--- src/verilog/core_defs.svh ---
// constants for the fetch, addressing and status core
// assumes a single 100 MHz clk_sys and a synchronous active-low reset
// Notes on behaviour
// - clock halved into two phases per cycle
// - pc advances phase one, fetch latches phase two
// - flow change takes two cycles, prefetch flushed
// - pc eleven bits, program store 2K x 14
// - pc increments by one otherwise
// - reset loads 000h, interrupt loads 001h
// - jumps load full 11-bit target
// - returns restore pc from stack top
// - writing pc low byte keeps upper bits
// - six-entry return stack, push and pop
// - status bit 4 selects data bank
// - banks to 7Fh, 00h-1Fh shared registers
// - bit operations allowed up to 3Fh
// - indirect port redirects through pointer
// - indirect read with pointer zero gives 00h
// - indirect write to itself does nothing
// - eight-bit alu add, sub, shift, logic
// - accumulator unaddressed, second operand
// - subtract carry means no borrow
// - flag-setting writes to status keep flags
// - zero flag set when result zero
`ifndef CORE_DEFS_SVH
`define CORE_DEFS_SVH
`define RESET_VECTOR 11'h000
`define IRQ_VECTOR 11'h001
`define STACK_DEPTH 6
`define ADDR_INDIRECT 7'h00
`define ADDR_PCL 7'h02
`define ADDR_STATUS 7'h03
`define ADDR_POINTER 7'h04
`define SFR_TOP 7'h1F
`define BIT_TOP 7'h3F
`define ST_C 0
`define ST_NIB 1
`define ST_Z 2
`define ST_BANK 4
`define STATUS_RESET 8'h00
`define STATUS_WMASK 8'h17
`endif

--- src/verilog/core_pkg.sv ---
// types shared by the core files
// assumes core_defs.svh supplies the numbers
package core_pkg;
    typedef enum logic [3:0] {
        ALU_PASS, ALU_ADD, ALU_SUB, ALU_AND, ALU_OR, ALU_XOR,
        ALU_COM, ALU_RL, ALU_RR, ALU_SWAP, ALU_INC, ALU_DEC,
        ALU_BCLR, ALU_BSET
    } alu_op_t;
    typedef enum logic [2:0] {
        FLOW_NEXT, FLOW_JUMP, FLOW_CALL, FLOW_RET, FLOW_SKIP
    } flow_t;
endpackage

--- src/verilog/cpu_core.sv ---
// fetch sequencing, pc and stack, data addressing, accumulator and status
// assumes rom and data arrays answer combinationally to the address ports
// and that the decoded control inputs are held for the whole cycle
`include "core_defs.svh"
module cpu_core
    import core_pkg::*;
(
    input wire logic clk_sys,
    input wire logic rst_n,
    input wire logic [13:0] rom_data,
    input wire logic [7:0] ram_rdata,
    input wire logic irq_take,
    input wire flow_t flow,
    input wire logic skip_cond,
    input wire alu_op_t alu_op,
    input wire logic use_literal,
    input wire logic [6:0] file_addr,
    input wire logic [2:0] bit_sel,
    input wire logic dest_file,
    input wire logic dest_acc,
    input wire logic flags_cz,
    input wire logic flags_z,
    input wire logic flags_c,
    input wire logic load_literal_acc,
    output logic [10:0] rom_addr,
    output logic [13:0] instr,
    output logic instr_valid,
    output logic [7:0] ram_addr,
    output logic [7:0] ram_wdata,
    output logic ram_we,
    output logic [7:0] acc_out,
    output logic [7:0] status_out,
    output logic [7:0] pointer_out,
    output logic phase_two,
    output logic bit_ok
);
    // ----------------------------------------
    // phase divider
    // ----------------------------------------
    logic phase_r;
    logic phase_nxt;
    logic phase_one;
    always_comb
    begin
        phase_nxt = ~phase_r;
    end
    always_ff @(posedge clk_sys)
    begin
        if (!rst_n)
            phase_r <= 1'b0;
        else
            phase_r <= phase_nxt;
    end
    assign phase_one = ~phase_r;

    // ----------------------------------------
    // data addressing and alu
    // ----------------------------------------
    logic [7:0] acc_r;
    logic [7:0] acc_nxt;
    logic [7:0] status_r;
    logic [7:0] status_nxt;
    logic [7:0] pointer_r;
    logic [7:0] pointer_nxt;
    logic [6:0] eff_addr;
    logic bank;
    logic via_port;
    logic [7:0] file_val;
    logic [7:0] operand;
    logic [7:0] result;
    logic carry_out;
    logic nib_out;
    logic zero_out;
    logic [10:0] pc_r;

    always_comb
    begin
        via_port = (file_addr == `ADDR_INDIRECT);
        eff_addr = via_port ? pointer_r[6:0] : file_addr;
        bank = via_port ? pointer_r[7] : status_r[`ST_BANK];
        if (via_port && pointer_r[6:0] == `ADDR_INDIRECT)
            file_val = 8'h00;
        else if (eff_addr == `ADDR_STATUS)
            file_val = status_r;
        else if (eff_addr == `ADDR_POINTER)
            file_val = pointer_r;
        else if (eff_addr == `ADDR_PCL)
            file_val = pc_r[7:0];
        else
            file_val = ram_rdata;
        operand = use_literal ? instr[7:0] : file_val;
    end

    core_alu u_alu
    (
        .op(alu_op),
        .acc(acc_r),
        .opnd(operand),
        .bit_sel(bit_sel),
        .carry_in(status_r[`ST_C]),
        .result(result),
        .carry_out(carry_out),
        .nib_out(nib_out),
        .zero_out(zero_out)
    );

    // ----------------------------------------
    // execute: registers commit at the end of phase two, data array writes at the end of the next phase one
    // ----------------------------------------
    logic exec;
    logic file_we;
    logic [7:0] ram_addr_nxt;
    logic [7:0] ram_addr_r;
    logic [7:0] ram_wdata_r;
    logic ram_we_r;
    logic bit_ok_r;
    logic bit_ok_nxt;
    logic instr_valid_r;
    logic pcl_write;

    always_comb
    begin
        exec = phase_r && instr_valid_r;
        // the pointer pointing at the port itself swallows the write
        file_we = exec && dest_file && !(via_port && pointer_r[6:0] == `ADDR_INDIRECT);
        // shared registers sit in bank zero whatever the bank bit says
        ram_addr_nxt = {(eff_addr <= `SFR_TOP) ? 1'b0 : bank, eff_addr};
        bit_ok_nxt = (eff_addr <= `BIT_TOP);
        pcl_write = file_we && eff_addr == `ADDR_PCL;
        acc_nxt = acc_r;
        status_nxt = status_r;
        pointer_nxt = pointer_r;
        if (exec)
        begin
            if (dest_acc)
                acc_nxt = load_literal_acc ? instr[7:0] : result;
            if (file_we && eff_addr == `ADDR_STATUS)
                status_nxt = (status_r & ~`STATUS_WMASK) | (result & `STATUS_WMASK);
            if (file_we && eff_addr == `ADDR_POINTER)
                pointer_nxt = result;
            if (flags_z)
                status_nxt[`ST_Z] = zero_out;
            if (flags_cz)
            begin
                status_nxt[`ST_C] = carry_out;
                status_nxt[`ST_NIB] = nib_out;
            end
            if (flags_c)
                status_nxt[`ST_C] = carry_out;
        end
    end

    always_ff @(posedge clk_sys)
    begin
        if (!rst_n)
        begin
            acc_r <= 8'h00;
            status_r <= `STATUS_RESET;
            pointer_r <= 8'h00;
            ram_addr_r <= 8'h00;
            ram_wdata_r <= 8'h00;
            ram_we_r <= 1'b0;
            bit_ok_r <= 1'b0;
        end
        else
        begin
            acc_r <= acc_nxt;
            status_r <= status_nxt;
            pointer_r <= pointer_nxt;
            ram_addr_r <= ram_addr_nxt;
            ram_wdata_r <= result;
            ram_we_r <= file_we && eff_addr > `SFR_TOP;
            bit_ok_r <= bit_ok_nxt;
        end
    end

    // ----------------------------------------
    // program counter, fetch and flush
    // ----------------------------------------
    logic [10:0] pc_nxt;
    logic [13:0] instr_r;
    logic [13:0] instr_nxt;
    logic instr_valid_nxt;
    logic flush_r;
    logic flush_nxt;
    logic push;
    logic pop;
    logic [10:0] stack_top;
    logic [10:0] fetch_r;
    logic [10:0] fetch_nxt;

    always_comb
    begin
        pc_nxt = pc_r;
        fetch_nxt = fetch_r;
        instr_nxt = instr_r;
        instr_valid_nxt = instr_valid_r;
        flush_nxt = flush_r;
        push = 1'b0;
        pop = 1'b0;
        if (phase_one)
        begin
            fetch_nxt = pc_r;
            pc_nxt = pc_r + 11'h001;
        end
        else
        begin
            instr_nxt = rom_data;
            flush_nxt = 1'b0;
            if (irq_take)
            begin
                push = 1'b1;
                pc_nxt = `IRQ_VECTOR;
                flush_nxt = 1'b1;
            end
            else if (exec)
            begin
                unique case (flow)
                    FLOW_JUMP, FLOW_CALL:
                    begin
                        push = (flow == FLOW_CALL);
                        pc_nxt = instr_r[10:0];
                        flush_nxt = 1'b1;
                    end
                    FLOW_RET:
                    begin
                        pop = 1'b1;
                        pc_nxt = stack_top;
                        flush_nxt = 1'b1;
                    end
                    FLOW_SKIP: flush_nxt = skip_cond;
                    FLOW_NEXT:
                    begin
                        if (pcl_write)
                        begin
                            pc_nxt = {pc_r[10:8], result};
                            flush_nxt = 1'b1;
                        end
                    end
                endcase
            end
            // the word latched on this edge is the stale prefetch, so it is squashed here
            instr_valid_nxt = !flush_nxt;
        end
    end

    return_stack u_stack
    (
        .clk_sys(clk_sys),
        .rst_n(rst_n),
        .push(push),
        .pop(pop),
        .push_addr(fetch_r),
        .top_addr(stack_top)
    );

    always_ff @(posedge clk_sys)
    begin
        if (!rst_n)
        begin
            pc_r <= `RESET_VECTOR;
            fetch_r <= `RESET_VECTOR;
            instr_r <= 14'h0000;
            instr_valid_r <= 1'b0;
            flush_r <= 1'b0;
        end
        else
        begin
            pc_r <= pc_nxt;
            fetch_r <= fetch_nxt;
            instr_r <= instr_nxt;
            instr_valid_r <= instr_valid_nxt;
            flush_r <= flush_nxt;
        end
    end

    assign instr = instr_r;
    assign rom_addr = fetch_r;
    assign instr_valid = instr_valid_r;
    assign ram_addr = ram_addr_r;
    assign ram_wdata = ram_wdata_r;
    assign ram_we = ram_we_r;
    assign acc_out = acc_r;
    assign status_out = status_r;
    assign pointer_out = pointer_r;
    assign phase_two = phase_r;
    assign bit_ok = bit_ok_r;
endmodule

--- src/verilog/return_stack.sv ---
// six-entry return stack for the program counter
// assumes push and pop never come in the same cycle
`include "core_defs.svh"
module return_stack
(
    input wire logic clk_sys,
    input wire logic rst_n,
    input wire logic push,
    input wire logic pop,
    input wire logic [10:0] push_addr,
    output logic [10:0] top_addr
);
    logic [10:0] entry_r [`STACK_DEPTH];
    logic [10:0] entry_nxt [`STACK_DEPTH];

    // ----------------------------------------
    // shift stack: overflow drops the oldest
    // ----------------------------------------
    always_comb
    begin
        for (int i = 0; i < `STACK_DEPTH; i++)
        begin
            if (push && i == 0)
                entry_nxt[i] = push_addr;
            else if (push)
                entry_nxt[i] = entry_r[i - 1];
            else if (pop)
                entry_nxt[i] = (i == `STACK_DEPTH - 1) ? entry_r[i] : entry_r[i + 1];
            else
                entry_nxt[i] = entry_r[i];
        end
    end

    always_ff @(posedge clk_sys)
    begin
        if (!rst_n)
        begin
            for (int i = 0; i < `STACK_DEPTH; i++)
                entry_r[i] <= 11'h000;
        end
        else
        begin
            entry_r <= entry_nxt;
        end
    end

    assign top_addr = entry_r[0];
endmodule

--- src/verilog/core_alu.sv ---
// eight-bit alu producing result and flags
// assumes operands are stable across the execute phase
`include "core_defs.svh"
module core_alu
    import core_pkg::*;
(
    input wire alu_op_t op,
    input wire logic [7:0] acc,
    input wire logic [7:0] opnd,
    input wire logic [2:0] bit_sel,
    input wire logic carry_in,
    output logic [7:0] result,
    output logic carry_out,
    output logic nib_out,
    output logic zero_out
);
    logic [8:0] wide;
    logic [4:0] low;

    always_comb
    begin
        wide = 9'h000;
        low = 5'h00;
        result = opnd;
        carry_out = carry_in;
        nib_out = 1'b0;
        unique case (op)
            ALU_ADD:
            begin
                wide = {1'b0, opnd} + {1'b0, acc};
                low = {1'b0, opnd[3:0]} + {1'b0, acc[3:0]};
                result = wide[7:0];
                carry_out = wide[8];
                nib_out = low[4];
            end
            ALU_SUB:
            begin
                wide = {1'b0, opnd} - {1'b0, acc};
                low = {1'b0, opnd[3:0]} - {1'b0, acc[3:0]};
                result = wide[7:0];
                carry_out = ~wide[8];
                nib_out = ~low[4];
            end
            ALU_AND: result = opnd & acc;
            ALU_OR: result = opnd | acc;
            ALU_XOR: result = opnd ^ acc;
            ALU_COM: result = ~opnd;
            ALU_RL:
            begin
                result = {opnd[6:0], carry_in};
                carry_out = opnd[7];
            end
            ALU_RR:
            begin
                result = {carry_in, opnd[7:1]};
                carry_out = opnd[0];
            end
            ALU_SWAP: result = {opnd[3:0], opnd[7:4]};
            ALU_INC: result = opnd + 8'h01;
            ALU_DEC: result = opnd - 8'h01;
            ALU_BCLR: result = opnd & ~(8'h01 << bit_sel);
            ALU_BSET: result = opnd | (8'h01 << bit_sel);
            ALU_PASS: result = opnd;
        endcase
        zero_out = (result == 8'h00);
    end
endmodule

--- config.mk ---
export PLATFORM = sky130hd
export DESIGN_NAME = cpu_core
export DESIGN_NICKNAME = d
export VERILOG_FILES = /design/src/verilog/core_pkg.sv /design/src/verilog/cpu_core.sv /design/src/verilog/return_stack.sv /design/src/verilog/core_alu.sv
export VERILOG_INCLUDE_DIRS = /design/src /design/src/verilog
export SDC_FILE = /design/constraint.sdc
export NUM_CORES = 1
export LEC_CHECK = 0
export BUFFER_PORTS_ARGS = -buffer_cell sky130_fd_sc_hd__buf_4
export CORE_ASPECT_RATIO = 1.1
export CORE_MARGIN = 8
export CORE_UTILIZATION = 64
export CTS_CLUSTER_SIZE = 30
export DETAILED_ROUTE_END_ITERATION = 16
export PLACE_DENSITY_LB_ADDON = 0.05
export SKIP_CTS_REPAIR_TIMING = 1
export SLEW_MARGIN = 15
export SYNTH_ARGS = -nofsm -noshare
export SYNTH_HDL_FRONTEND = slang
export SYNTH_HIERARCHICAL = 1
export SYNTH_SLANG_ARGS = --single-unit
--- constraint.sdc ---
create_clock -name clk_sys -period 14.7 [get_ports clk_sys]
set_input_delay 2.94 -clock clk_sys [delete_from_list [all_inputs] [get_ports clk_sys]]
set_output_delay 2.94 -clock clk_sys [all_outputs]
set_load 0.01 [all_outputs]
==> results of run 1 <==
-- worst max-delay path, delay by kind of cell --
family	cells	cell delay, ns
simple gates	6	1.85
compound gates	11	1.99
buf+inv	4	0.47
fa+ha+maj	2	0.57
-- cell families (layout without fill, tap and decap cells) --
kind of cell / count (synthesis) / after routing / synth area share (%)
AND/OR/NAND/NOR: 336 / 336 / 20.2
AO/OA/AOI/OAI: 273 / 273 / 22.6
flip-flops: 142 / 142 / 29.8
buffers and inverters: 123 / 182 / 7.28
multiplexers: 121 / 121 / 15.7
adder cells (fa/ha/maj): 20 / 20 / 2.78
XOR/XNOR: 17 / 17 / 1.56
other: 1 / 4 / 0.0394
-- power by group through the flow --
stage / combinational (mW) / sequential [mW] / clock (mW)
floorplan: 0.137 / 0.428 / 0
global placement: 0.191 / 0.431 / 0
detailed placement: 0.192 / 0.432 / 0
CTS: 0.194 / 0.424 / 0.445
global route: 0.212 / 0.426 / 0.462
finish: 0.198 / 0.424 / 0.439
-- path summary, 6_finish.rpt --
| check | slack [ns] | cells past startpoint | endpoint | from |
|---|---|---|---|---|
| max reg2reg | 9.38 | 19 | pc_r[7]$_SDFFE_PN0P_ | pointer_out[0]$_SDFFE_PN0P_ |
| max | 7.17 | 23 | pc_r[6]$_SDFFE_PN0P_ | file_addr[3] |
| min reg2reg | 0.49 | 2 | rom_addr[9]$_SDFFE_PN0N_ | rom_addr[9]$_SDFFE_PN0N_ |
| min | 0.49 | 2 | rom_addr[9]$_SDFFE_PN0N_ | rom_addr[9]$_SDFFE_PN0N_ |
-- state kept, by name (all words and copies together), names as in the netlist, 8 cells and up --
name and cells:
instr 14, pc_r 11, pointer_out 8, acc_out 8, ram_addr 8, u_stack/top_addr 11, ram_wdata 8, rom_addr 11
u_stack/entry_r 55
-- layout make-up --
class	instances	area [sq um]	share of cell area, %
multi-input cells	771	6030	55.9
flip-flops and latches	142	2840	26.4
repair buffers	127	973	9.04
clock buffers	20	457	4.24
well taps	192	240	2.23
clock inverters	11	141	1.31
inverters	24	90.1	0.836
-- metrics by stage --
| stage | area (sq um) | total power, mW | setup WS (ns) | utilization, % |
|---|---|---|---|---|
| after floorplan | 9540 | 0.565 | 7.10 | - |
| after global placement | 10100 | 0.622 | 6.87 | 69.9 |
| after detailed placement | 10100 | 0.624 | 6.77 | 69.9 |
| after CTS | 10700 | 1.06 | 7.22 | 74.0 |
| after global routing | 10800 | 1.10 | 6.89 | 74.3 |
| final | 10800 | 1.06 | 7.17 | 74.3 |
-- placed cells by master, fill, tap and decap left out, types with 20 or more instances in the layout --
cell / Yosys / layout
or2b_1: 20 / 20
dfxtp_1: 142 / 141
nand3_1: 20 / 20
buf_4: 22 / 126
o211a_1: 67 / 67
nand2_1: 54 / 54
nor2b_1: 62 / 62
a21oi_1: 38 / 38
o21ai_0: 32 / 32
nand2b_1: 48 / 48
inv_1: 23 / 23
mux2_4: 51 / 51
mux2i_1: 61 / 61
nor2_1: 50 / 49
-- layer usage --
layer	global-route usage (%)	routed length [um]	part of all wire [%]	vias up
met5	0	0	0	-
met4	12.5	869	3.2	0
met3	6.67	2160	8.0	73
met2	46.0	13200	49	410
met1	32.8	10800	40	4024
li1	-	-	-	3853
==> results.py, run 1 <==
metrics = {
    "floorplanning": {
        "die_w_um": 132,
        "ios": 119,
        "die_area_sq_um": 19000,
        "start_util_pct": 65.7,
        "die_y_um": 144,
        "coreArea_sq_um": 14500,
        "placementRows": 46,
    },
    "routing": {
        "vias_per_cell": 6.50,
        "drc": 0,
        "drt_first_iter_violations": 832,
        "routed_wirelength_um": 27100,
        "drtAntennaViolNets": 0,
        "wire_per_inst_um": 21.0,
        "via_count": 8360,
        "dr.pass1.iters": 5,
    },
    "finish": {
        "nFillCells": 1102,
        "drive_above_1_share_pct": 22.6,
        "diodes": 0,
        "syn_to_final_growth_pct": 13.1,
        "finalNonFillerCells": 1287,
        "layout.nets": 1153,
    },
    "synthesis": {
        "yosysUniqueCellTypes": 94,
        "yosysMostFrequentCell": "dfxtp_1",
        "synth_area_sq_um": 9530,
        "synth_cells": 1033,
        "ys_ff_latch": 142,
        "seq_area_frac_synth_pct": 29.8,
        "synth_edf_count": 0,
        "synth_top_cell_area_share_pct": 29.8,
        "synth_area_per_cell_sq_um": 9.22,
        "yosysWarnings": 6,
        "synthTopCellsByArea": "dfxtp_1 (30%), mux2_4 (8.0%), o211a_1 (7.0%)",
        "synthTopCellsByCount": "dfxtp_1 (142), o211a_1 (67), nor2b_1 (62), mux2i_1 (61), nand2_1 (54)",
        "async_flop_share_pct": 0,
        "synth_ff_type": "dfxtp_1",
        "yosys.area.top_type": "dfxtp_1",
    },
    "sta": {
        "rsz0062_at_grt": "no",
        "finalWorstPathRequiredPeriod_ns": 7.53,
        "fmax_mhz": 133,
        "holdWs_ns": 0.487,
        "setup_viol": 0,
        "relSlewSlack_pct": 42.9,
        "worst_pin_slew_ns": 0.844,
        "finalSetupTns_ns": 0,
        "skew_ns": 0.0109,
        "finalCritPeriodShare_pct": 51.3,
        "drv_slew": 0,
        "hold_viol_final": 0,
    },
    "pwr": {
        "p_leak_nw": 5.02,
        "p_int_mw": 0.770,
        "p_seq_share_pct": 40.0,
        "p_sw_mw": 0.291,
        "cellPowerDensity_nw_per_um2": 98.5,
        "ir_worst_vdd_v": 0.0000930,
        "combinationalPowerShare_pct": 18.6,
        "swShare_pct": 27.5,
        "power.share.clock_pct": 41.4,
    },
    "clocking": {
        "cts-buffers-inserted": 17,
        "clock_latency_ns": 0.43,
        "cts_tree": "built",
        "cts_max_level": 4,
        "clock-sinks": 142,
        "clock_path_buffers": 2,
        "clkTransAtPathRegs_ns": 0.06,
        "cts-root-buf": "clkbuf_16",
    },
    "critical_path": {
        "required_ns": 15.02,
        "path_class": "input pin to register",
        "startpoint_type": "input pin",
        "cp_cell_sequence": "buf_4 -> or4_1 -> or2_2 -> o21a_1 -> o32a_1 -> o22ai_1 -> o21ai_0 -> buf_4 -> inv_1 -> ha_1 -> inv_1 -> fa_1 -> nand3_1 -> a21oi_1 -> o21a_1 -> or3_2 -> a2111oi_2 -> nor4_2 -> o22a_1 -> o22ai_1 -> o21ai_0 -> and3_1 -> a31o_1",
        "cp_max_fo": 14,
        "cpMaxStageDelayCell": "or4_1",
        "max_stage_delay_ns": 0.61,
        "crit_arrival_ns": 7.85,
        "worstSetupEndpointType": "register",
    },
    "run_status": {
        "outcome": "finished, final reports clean",
    },
    "placement": {
        "gp_congestion": 0.971,
        "place_inst": 1255,
        "port-buffer-count": 114,
        "dp_hpwl_um": 18800,
    },
    "global_routing": {
        "grt_start_max_net_pins": 92,
        "track_usage_pct": 27.5,
        "overflow": 0,
        "antenna_found_initial": 0,
        "grt_pass1_vias": 7866,
        "grt_pass1_wl_um": 41800,
    },
    "job": {
        "max-cap-violations": 0,
    },
    "hold_path": {
        "hold_class": "register to register",
    },
}
No activity file was read; power rests on OpenSTA's default activity.
==> run 2, diff against run 1 <==
--- a/config.mk
+++ b/config.mk
@@ -9,7 +9,7 @@
 export BUFFER_PORTS_ARGS = -buffer_cell sky130_fd_sc_hd__buf_4
 export CORE_ASPECT_RATIO = 1.1
 export CORE_MARGIN = 8
-export CORE_UTILIZATION = 64
+export CORE_UTILIZATION = 59
 export CTS_CLUSTER_SIZE = 30
 export DETAILED_ROUTE_END_ITERATION = 16
 export PLACE_DENSITY_LB_ADDON = 0.05
==> constraint.sdc (replaced) <==
create_clock -name clk_sys -period 7.3 [get_ports clk_sys]
set_input_delay 1.46 -clock clk_sys [delete_from_list [all_inputs] [get_ports clk_sys]]
set_output_delay 1.46 -clock clk_sys [all_outputs]
set_load 0.01 [all_outputs]
==> run 2 against run 1 <==
Compared with the run above:
- first-iteration DRC count shrank 0.12%
- combinational power grew 99%
- via count shrank 1.9%
- setup slack lost 5.8 ns
- core utilization shrank 5.9 points
- clock power grew 94%
- sequential share of layout area is essentially flat
- non-clock buffer count grew 2
- routed wire length shrank 1.1%
- cell count grew 0.85%
- critical path type unchanged
- largest power group is now registers
- highest routed layer unchanged
==> results.py, run 2 (same netlist as run 1, synthesis figures left out) <==
metrics = {
    "finish": {
        "nFillCells": 1362,
        "diodes": 0,
        "fin_area_sq_um": 10800,
        "drive_above_1_share_pct": 22.7,
        "multi_input_area_sq_um": 6020,
        "syn_to_final_growth_pct": 12.9,
        "ff_latch_area_sq_um": 2840,
        "final_cell_mix": "dfxtp_1 (141), buf_4 (129), o211a_1 (67)",
        "largest-register": "u_stack/entry_r",
        "finalNonFillerCells": 1298,
        "final_common_cell": "dfxtp_1",
        "layout.nets": 1155,
        "largest_reg_flops": 55,
    },
    "sta": {
        "drv_slew": 0,
        "skew_ns": 0.0110,
        "setup_viol": 0,
        "finalCritPeriodShare_pct": 81.7,
        "finalWorstPathRequiredPeriod_ns": 5.97,
        "relSlewSlack_pct": 34.2,
        "fmax_mhz": 168,
        "hold_viol_final": 0,
        "finalSetupTns_ns": 0,
        "rsz0062_at_grt": "no",
        "worst_pin_slew_ns": 0.987,
    },
    "critical_path": {
        "max_stage_delay_ns": 0.61,
        "required_ns": 7.61,
        "reg2reg_to": "pc_r[7]$_SDFFE_PN0P_",
        "worstSetupEndpointType": "register",
        "path_class": "input pin to register",
        "r2r_cells": 19,
        "cp_cell_sequence": "buf_4 -> or4_1 -> or2_2 -> o21a_1 -> o32a_1 -> o22ai_1 -> o21ai_0 -> inv_1 -> ha_1 -> inv_1 -> fa_1 -> nand3_1 -> a21oi_1 -> o21a_1 -> or3_2 -> a2111oi_2 -> nor4_2 -> o22a_1 -> o22ai_1 -> o21ai_0 -> and3_1 -> a31o_1",
        "cp_max_fo": 6,
        "reg2reg_from": "pointer_out[0]$_SDFFE_PN0P_",
        "cpMaxStageDelayCell": "or4_1",
        "crit_arrival_ns": 6.27,
        "rrSetupSlack_ns": 2.04,
        "startpoint_type": "input pin",
    },
    "global_routing": {
        "grt_pass1_vias": 7692,
        "antenna_found_initial": 0,
        "overflow": 0,
        "grt_start_max_net_pins": 99,
        "track_usage_pct": 25.7,
        "grt_pass1_wl_um": 41800,
    },
    "clocking": {
        "clock_latency_ns": 0.42,
        "cts_max_level": 4,
        "clkTransAtPathRegs_ns": 0.06,
        "clock_path_buffers": 2,
        "cts-root-buf": "clkbuf_16",
        "clock-sinks": 142,
        "cts-buffers-inserted": 17,
        "cts_tree": "built",
    },
    "placement": {
        "port-buffer-count": 114,
        "placedInstanceArea_sq_um": 10200,
        "gp_congestion": 0.988,
        "place_inst": 1266,
        "dp_hpwl_um": 19100,
    },
    "routing": {
        "via_count": 8199,
        "drt_first_iter_violations": 831,
        "drtAntennaViolNets": 0,
        "drc": 0,
        "dr.pass1.iters": 5,
        "vias_per_cell": 6.32,
        "wire_per_inst_um": 20.6,
        "routed_wirelength_um": 26800,
    },
    "floorplanning": {
        "die_y_um": 149,
        "die_area_sq_um": 20500,
        "placementRows": 48,
        "ios": 119,
        "coreArea_sq_um": 15700,
        "start_util_pct": 60.5,
        "die_w_um": 137,
    },
    "pwr": {
        "combinationalPowerShare_pct": 18.8,
        "p_seq_share_pct": 40.7,
        "swShare_pct": 28.2,
        "p_leak_nw": 5.01,
        "p_sw_mw": 0.592,
        "cellPowerDensity_nw_per_um2": 196,
        "ir_worst_vdd_v": 0.000171,
        "power.share.clock_pct": 40.5,
        "p_int_mw": 1.51,
        "total_power_mw": 2.10,
    },
    "hold_path": {
        "hold_class": "register to register",
        "min_path_cells": 2,
        "min_from": "rom_addr[9]$_SDFFE_PN0N_",
        "min_to": "rom_addr[9]$_SDFFE_PN0N_",
    },
    "job": {
        "max-cap-violations": 0,
    },
    "run_status": {
        "outcome": "finished, final reports clean",
    },
}
## run 2: through the flow
stage                     hold slack (ns)  setup WS (ns)  util, %
after floorplan                     0.458           1.18        -
after global placement              0.479           1.02     64.7
after detailed placement            0.486          0.982     64.7
after CTS                           0.495           1.41     68.4
after global routing                0.531           1.02     68.4
final                               0.490           1.33     68.4
## run 2: how the worst max path moves through the flow
stage,to,start,cells after the start
after global routing,pc_r[6]$_SDFFE_PN0P_,file_addr[3],22
final,pc_r[6]$_SDFFE_PN0P_,file_addr[3],22
after CTS,pc_r[6]$_SDFFE_PN0P_,file_addr[3],22
after floorplan,pc_r[6]$_SDFFE_PN0P_,file_addr[3],19
after detailed placement,pc_r[6]$_SDFFE_PN0P_,file_addr[3],22
after global placement,pc_r[6]$_SDFFE_PN0P_,file_addr[3],22
## run 2: power by group through the flow
stage               clock network (mW)  logic, mW  registers (mW)
floorplan                            0      0.277           0.861
global placement                     0      0.386           0.872
detailed placement                   0      0.387           0.873
CTS                              0.864      0.390           0.856
global route                     0.902      0.424           0.861
finish                           0.853      0.395           0.857
## run 2: cell type report
cell class	count	share of cell area (%)
Clock buffer	19	4.12
Clock inverter	13	1.29
Inverter	24	0.838
Multi-Input combinational cell	771	56.0
Sequential cell	142	26.4
Tap cell	200	2.33
Timing Repair Buffer	129	9.00
## run 2: worst max-delay path: cells and delay by family
kind	cells	cell delay, ns
AO/OA/AOI/OAI	11	2.03
adder cells (fa/ha/maj)	2	0.58
AND/OR/NAND/NOR	6	1.86
buffers and inverters	3	0.32
## run 2: layer usage
layer  share of wire [%]  global-route usage, %
met1                  42                   33.1
met3                 7.2                   5.36
met2                  48                   40.7
met5                   0                      0
met4                 2.9                   11.1
==> run 3, diff against run 2 <==
==> constraint.sdc (replaced) <==
create_clock -name clk_sys -period 5.87 [get_ports clk_sys]
set_input_delay 1.174 -clock clk_sys [delete_from_list [all_inputs] [get_ports clk_sys]]
set_output_delay 1.174 -clock clk_sys [all_outputs]
set_load 0.01 [all_outputs]
==> run 3 against run 2 <==
Compared with the run above:
- combinational power grew 28%
- global-route usage shrank 0.30 points
- die area is the same
- critical path depth shrank 1
- sequential cell count is the same
- clock power grew 21%
==> results.py, run 3 (same netlist as run 1, synthesis figures left out) <==
metrics = {
    "run_status": {
        "outcome": "finished, final reports clean",
    },
    "critical_path": {
        "startpoint_type": "input pin",
        "cp_max_fo": 7,
        "required_ns": 6.24,
        "worstSetupEndpointType": "register",
        "worst-path-buf-inv": 4,
        "cpMostUsedCell": "buf_4",
        "cp_cell_sequence": "buf_4 -> or4_1 -> buf_4 -> nor2_1 -> nand2_1 -> nor3_1 -> a22oi_1 -> o31ai_2 -> buf_4 -> buf_4 -> xnor2_1 -> ha_1 -> or4_4 -> a211oi_2 -> nor4_1 -> nor4_2 -> o22a_1 -> o22ai_1 -> o21ai_0 -> and3_1 -> a31o_1",
        "crit_arrival_ns": 5.77,
        "max_stage_delay_ns": 0.57,
        "cpMaxStageDelayCell": "or4_4",
        "path_class": "input pin to register",
        "cpLargestDelayFamily": "simple AND/OR/NAND/NOR gates",
    },
    "pwr": {
        "p_sw_mw": 0.743,
        "ir_worst_vdd_v": 0.000215,
        "p_leak_nw": 5.09,
        "swShare_pct": 28.6,
        "combinationalPowerShare_pct": 19.4,
        "p_seq_share_pct": 40.9,
        "cellPowerDensity_nw_per_um2": 240,
        "p_int_mw": 1.86,
        "power.share.clock_pct": 39.7,
    },
    "sta": {
        "relSlewSlack_pct": 23.2,
        "fmax_mhz": 185,
        "holdWs_ns": 0.482,
        "finalWorstPathRequiredPeriod_ns": 5.40,
        "hold_viol_final": 0,
        "finalSetupTns_ns": 0,
        "rsz0062_at_grt": "no",
        "drv_slew": 0,
        "worst_pin_slew_ns": 1.15,
        "skew_ns": 0.00738,
        "finalCritPeriodShare_pct": 92.0,
        "setup_viol": 0,
    },
    "global_routing": {
        "track_usage_pct": 25.4,
        "antenna_found_initial": 0,
        "grt_pass1_vias": 7693,
        "overflow": 0,
        "grt_pass1_wl_um": 41400,
        "grt_start_max_net_pins": 122,
    },
    "clocking": {
        "cts_max_level": 4,
        "clock-sinks": 142,
        "cts-root-buf": "clkbuf_16",
        "clock_path_buffers": 2,
        "cts_tree": "built",
        "clkTransAtPathRegs_ns": 0.06,
        "cts-buffers-inserted": 17,
        "clock_latency_ns": 0.42,
    },
    "routing": {
        "routed_wirelength_um": 26600,
        "drtAntennaViolNets": 0,
        "vias_per_cell": 6.27,
        "dr.pass1.iters": 5,
        "drc": 0,
        "via_count": 8238,
        "wire_per_inst_um": 20.3,
        "drt_first_iter_violations": 816,
    },
    "placement": {
        "gp_congestion": 0.980,
        "port-buffer-count": 114,
        "placedInstanceArea_sq_um": 10300,
        "dp_hpwl_um": 19100,
    },
    "job": {
        "max-cap-violations": 0,
    },
    "finish": {
        "layout.nets": 1171,
        "multi_input_area_sq_um": 6020,
        "largest-register": "u_stack/entry_r",
        "final_cell_mix": "buf_4 (145), dfxtp_1 (141), o211a_1 (67)",
        "largest_reg_flops": 55,
        "diodes": 0,
        "fin_area_sq_um": 10900,
        "final_common_cell": "buf_4",
        "syn_to_final_growth_pct": 14.0,
        "ff_latch_area_sq_um": 2840,
        "nFillCells": 1300,
        "drive_above_1_share_pct": 23.9,
    },
    "floorplanning": {
        "coreArea_sq_um": 15700,
        "start_util_pct": 60.5,
        "die_area_sq_um": 20500,
        "placementRows": 48,
        "ios": 119,
        "die_w_um": 137,
        "die_y_um": 149,
    },
    "hold_path": {
        "hold_class": "register to register",
    },
}
## run 3: cell count changes in the layout (fill, tap and decap cells not counted)
cell and delta:
inv_6 +1, bufinv_16 -1, clkinvlp_4 -2, clkbuf_8 +1, buf_4 +16, clkbuf_1 -1, clkinv_2 +2
## run 3: routing by layer
| layer | share of wire, % | global-route usage (%) |
|---|---|---|
| met1 | 42 | 32.0 |
| met2 | 48 | 41.2 |
| met3 | 6.9 | 4.92 |
| met4 | 3.4 | 11.2 |
| met5 | 0 | 0 |
## run 3: through the flow
step	std cells	power, mW	utilization (%)	setup WS, ns
2_1_floorplan	1036	1.41	-	0.0322
3_3_place_gp	1282	1.58	65.4	0.120
3_5_place_dp	1282	1.58	65.4	0.0556
4_1_cts	1314	2.61	69.0	0.479
5_1_grt	1314	2.70	69.0	0.0910
6_report	1314	2.60	69.0	0.470
## run 3: worst min-delay path: cells and delay by family (launching register included)
family / cells / cell delay, ns
AND/OR/NAND/NOR: 1 / 0.05
AO/OA/AOI/OAI: 1 / 0.06
flip-flops: 1 / 0.31
## run 3: area by class of cell
class	instances	share of cell area, %
inverter	24	0.830
clock buffer	19	4.17
tap	200	2.30
multi-input combinational	771	55.4
clock inverter	13	1.04
timing repair buffer	145	10.0
sequential	142	26.2
## run 3: worst paths after layout
path	slack, ns	startpoint	cells past startpoint	end
setup reg to reg	0.84	pointer_out[0]$_SDFFE_PN0P_	19	pc_r[6]$_SDFFE_PN0P_
hold reg to reg	0.48	rom_addr[9]$_SDFFE_PN0N_	2	rom_addr[9]$_SDFFE_PN0N_
hold / removal	0.48	rom_addr[9]$_SDFFE_PN0N_	2	rom_addr[9]$_SDFFE_PN0N_
setup / recovery	0.47	file_addr[3]	21	pc_r[6]$_SDFFE_PN0P_
## run 3: power by group through the flow
stage | Combinational, mW | Clock (mW) | Sequential, mW
finish | 0.504 | 1.03 | 1.06
floorplan | 0.344 | 0 | 1.07
global route | 0.541 | 1.09 | 1.07
detailed placement | 0.496 | 0 | 1.08
CTS | 0.499 | 1.05 | 1.06
global placement | 0.496 | 0 | 1.08
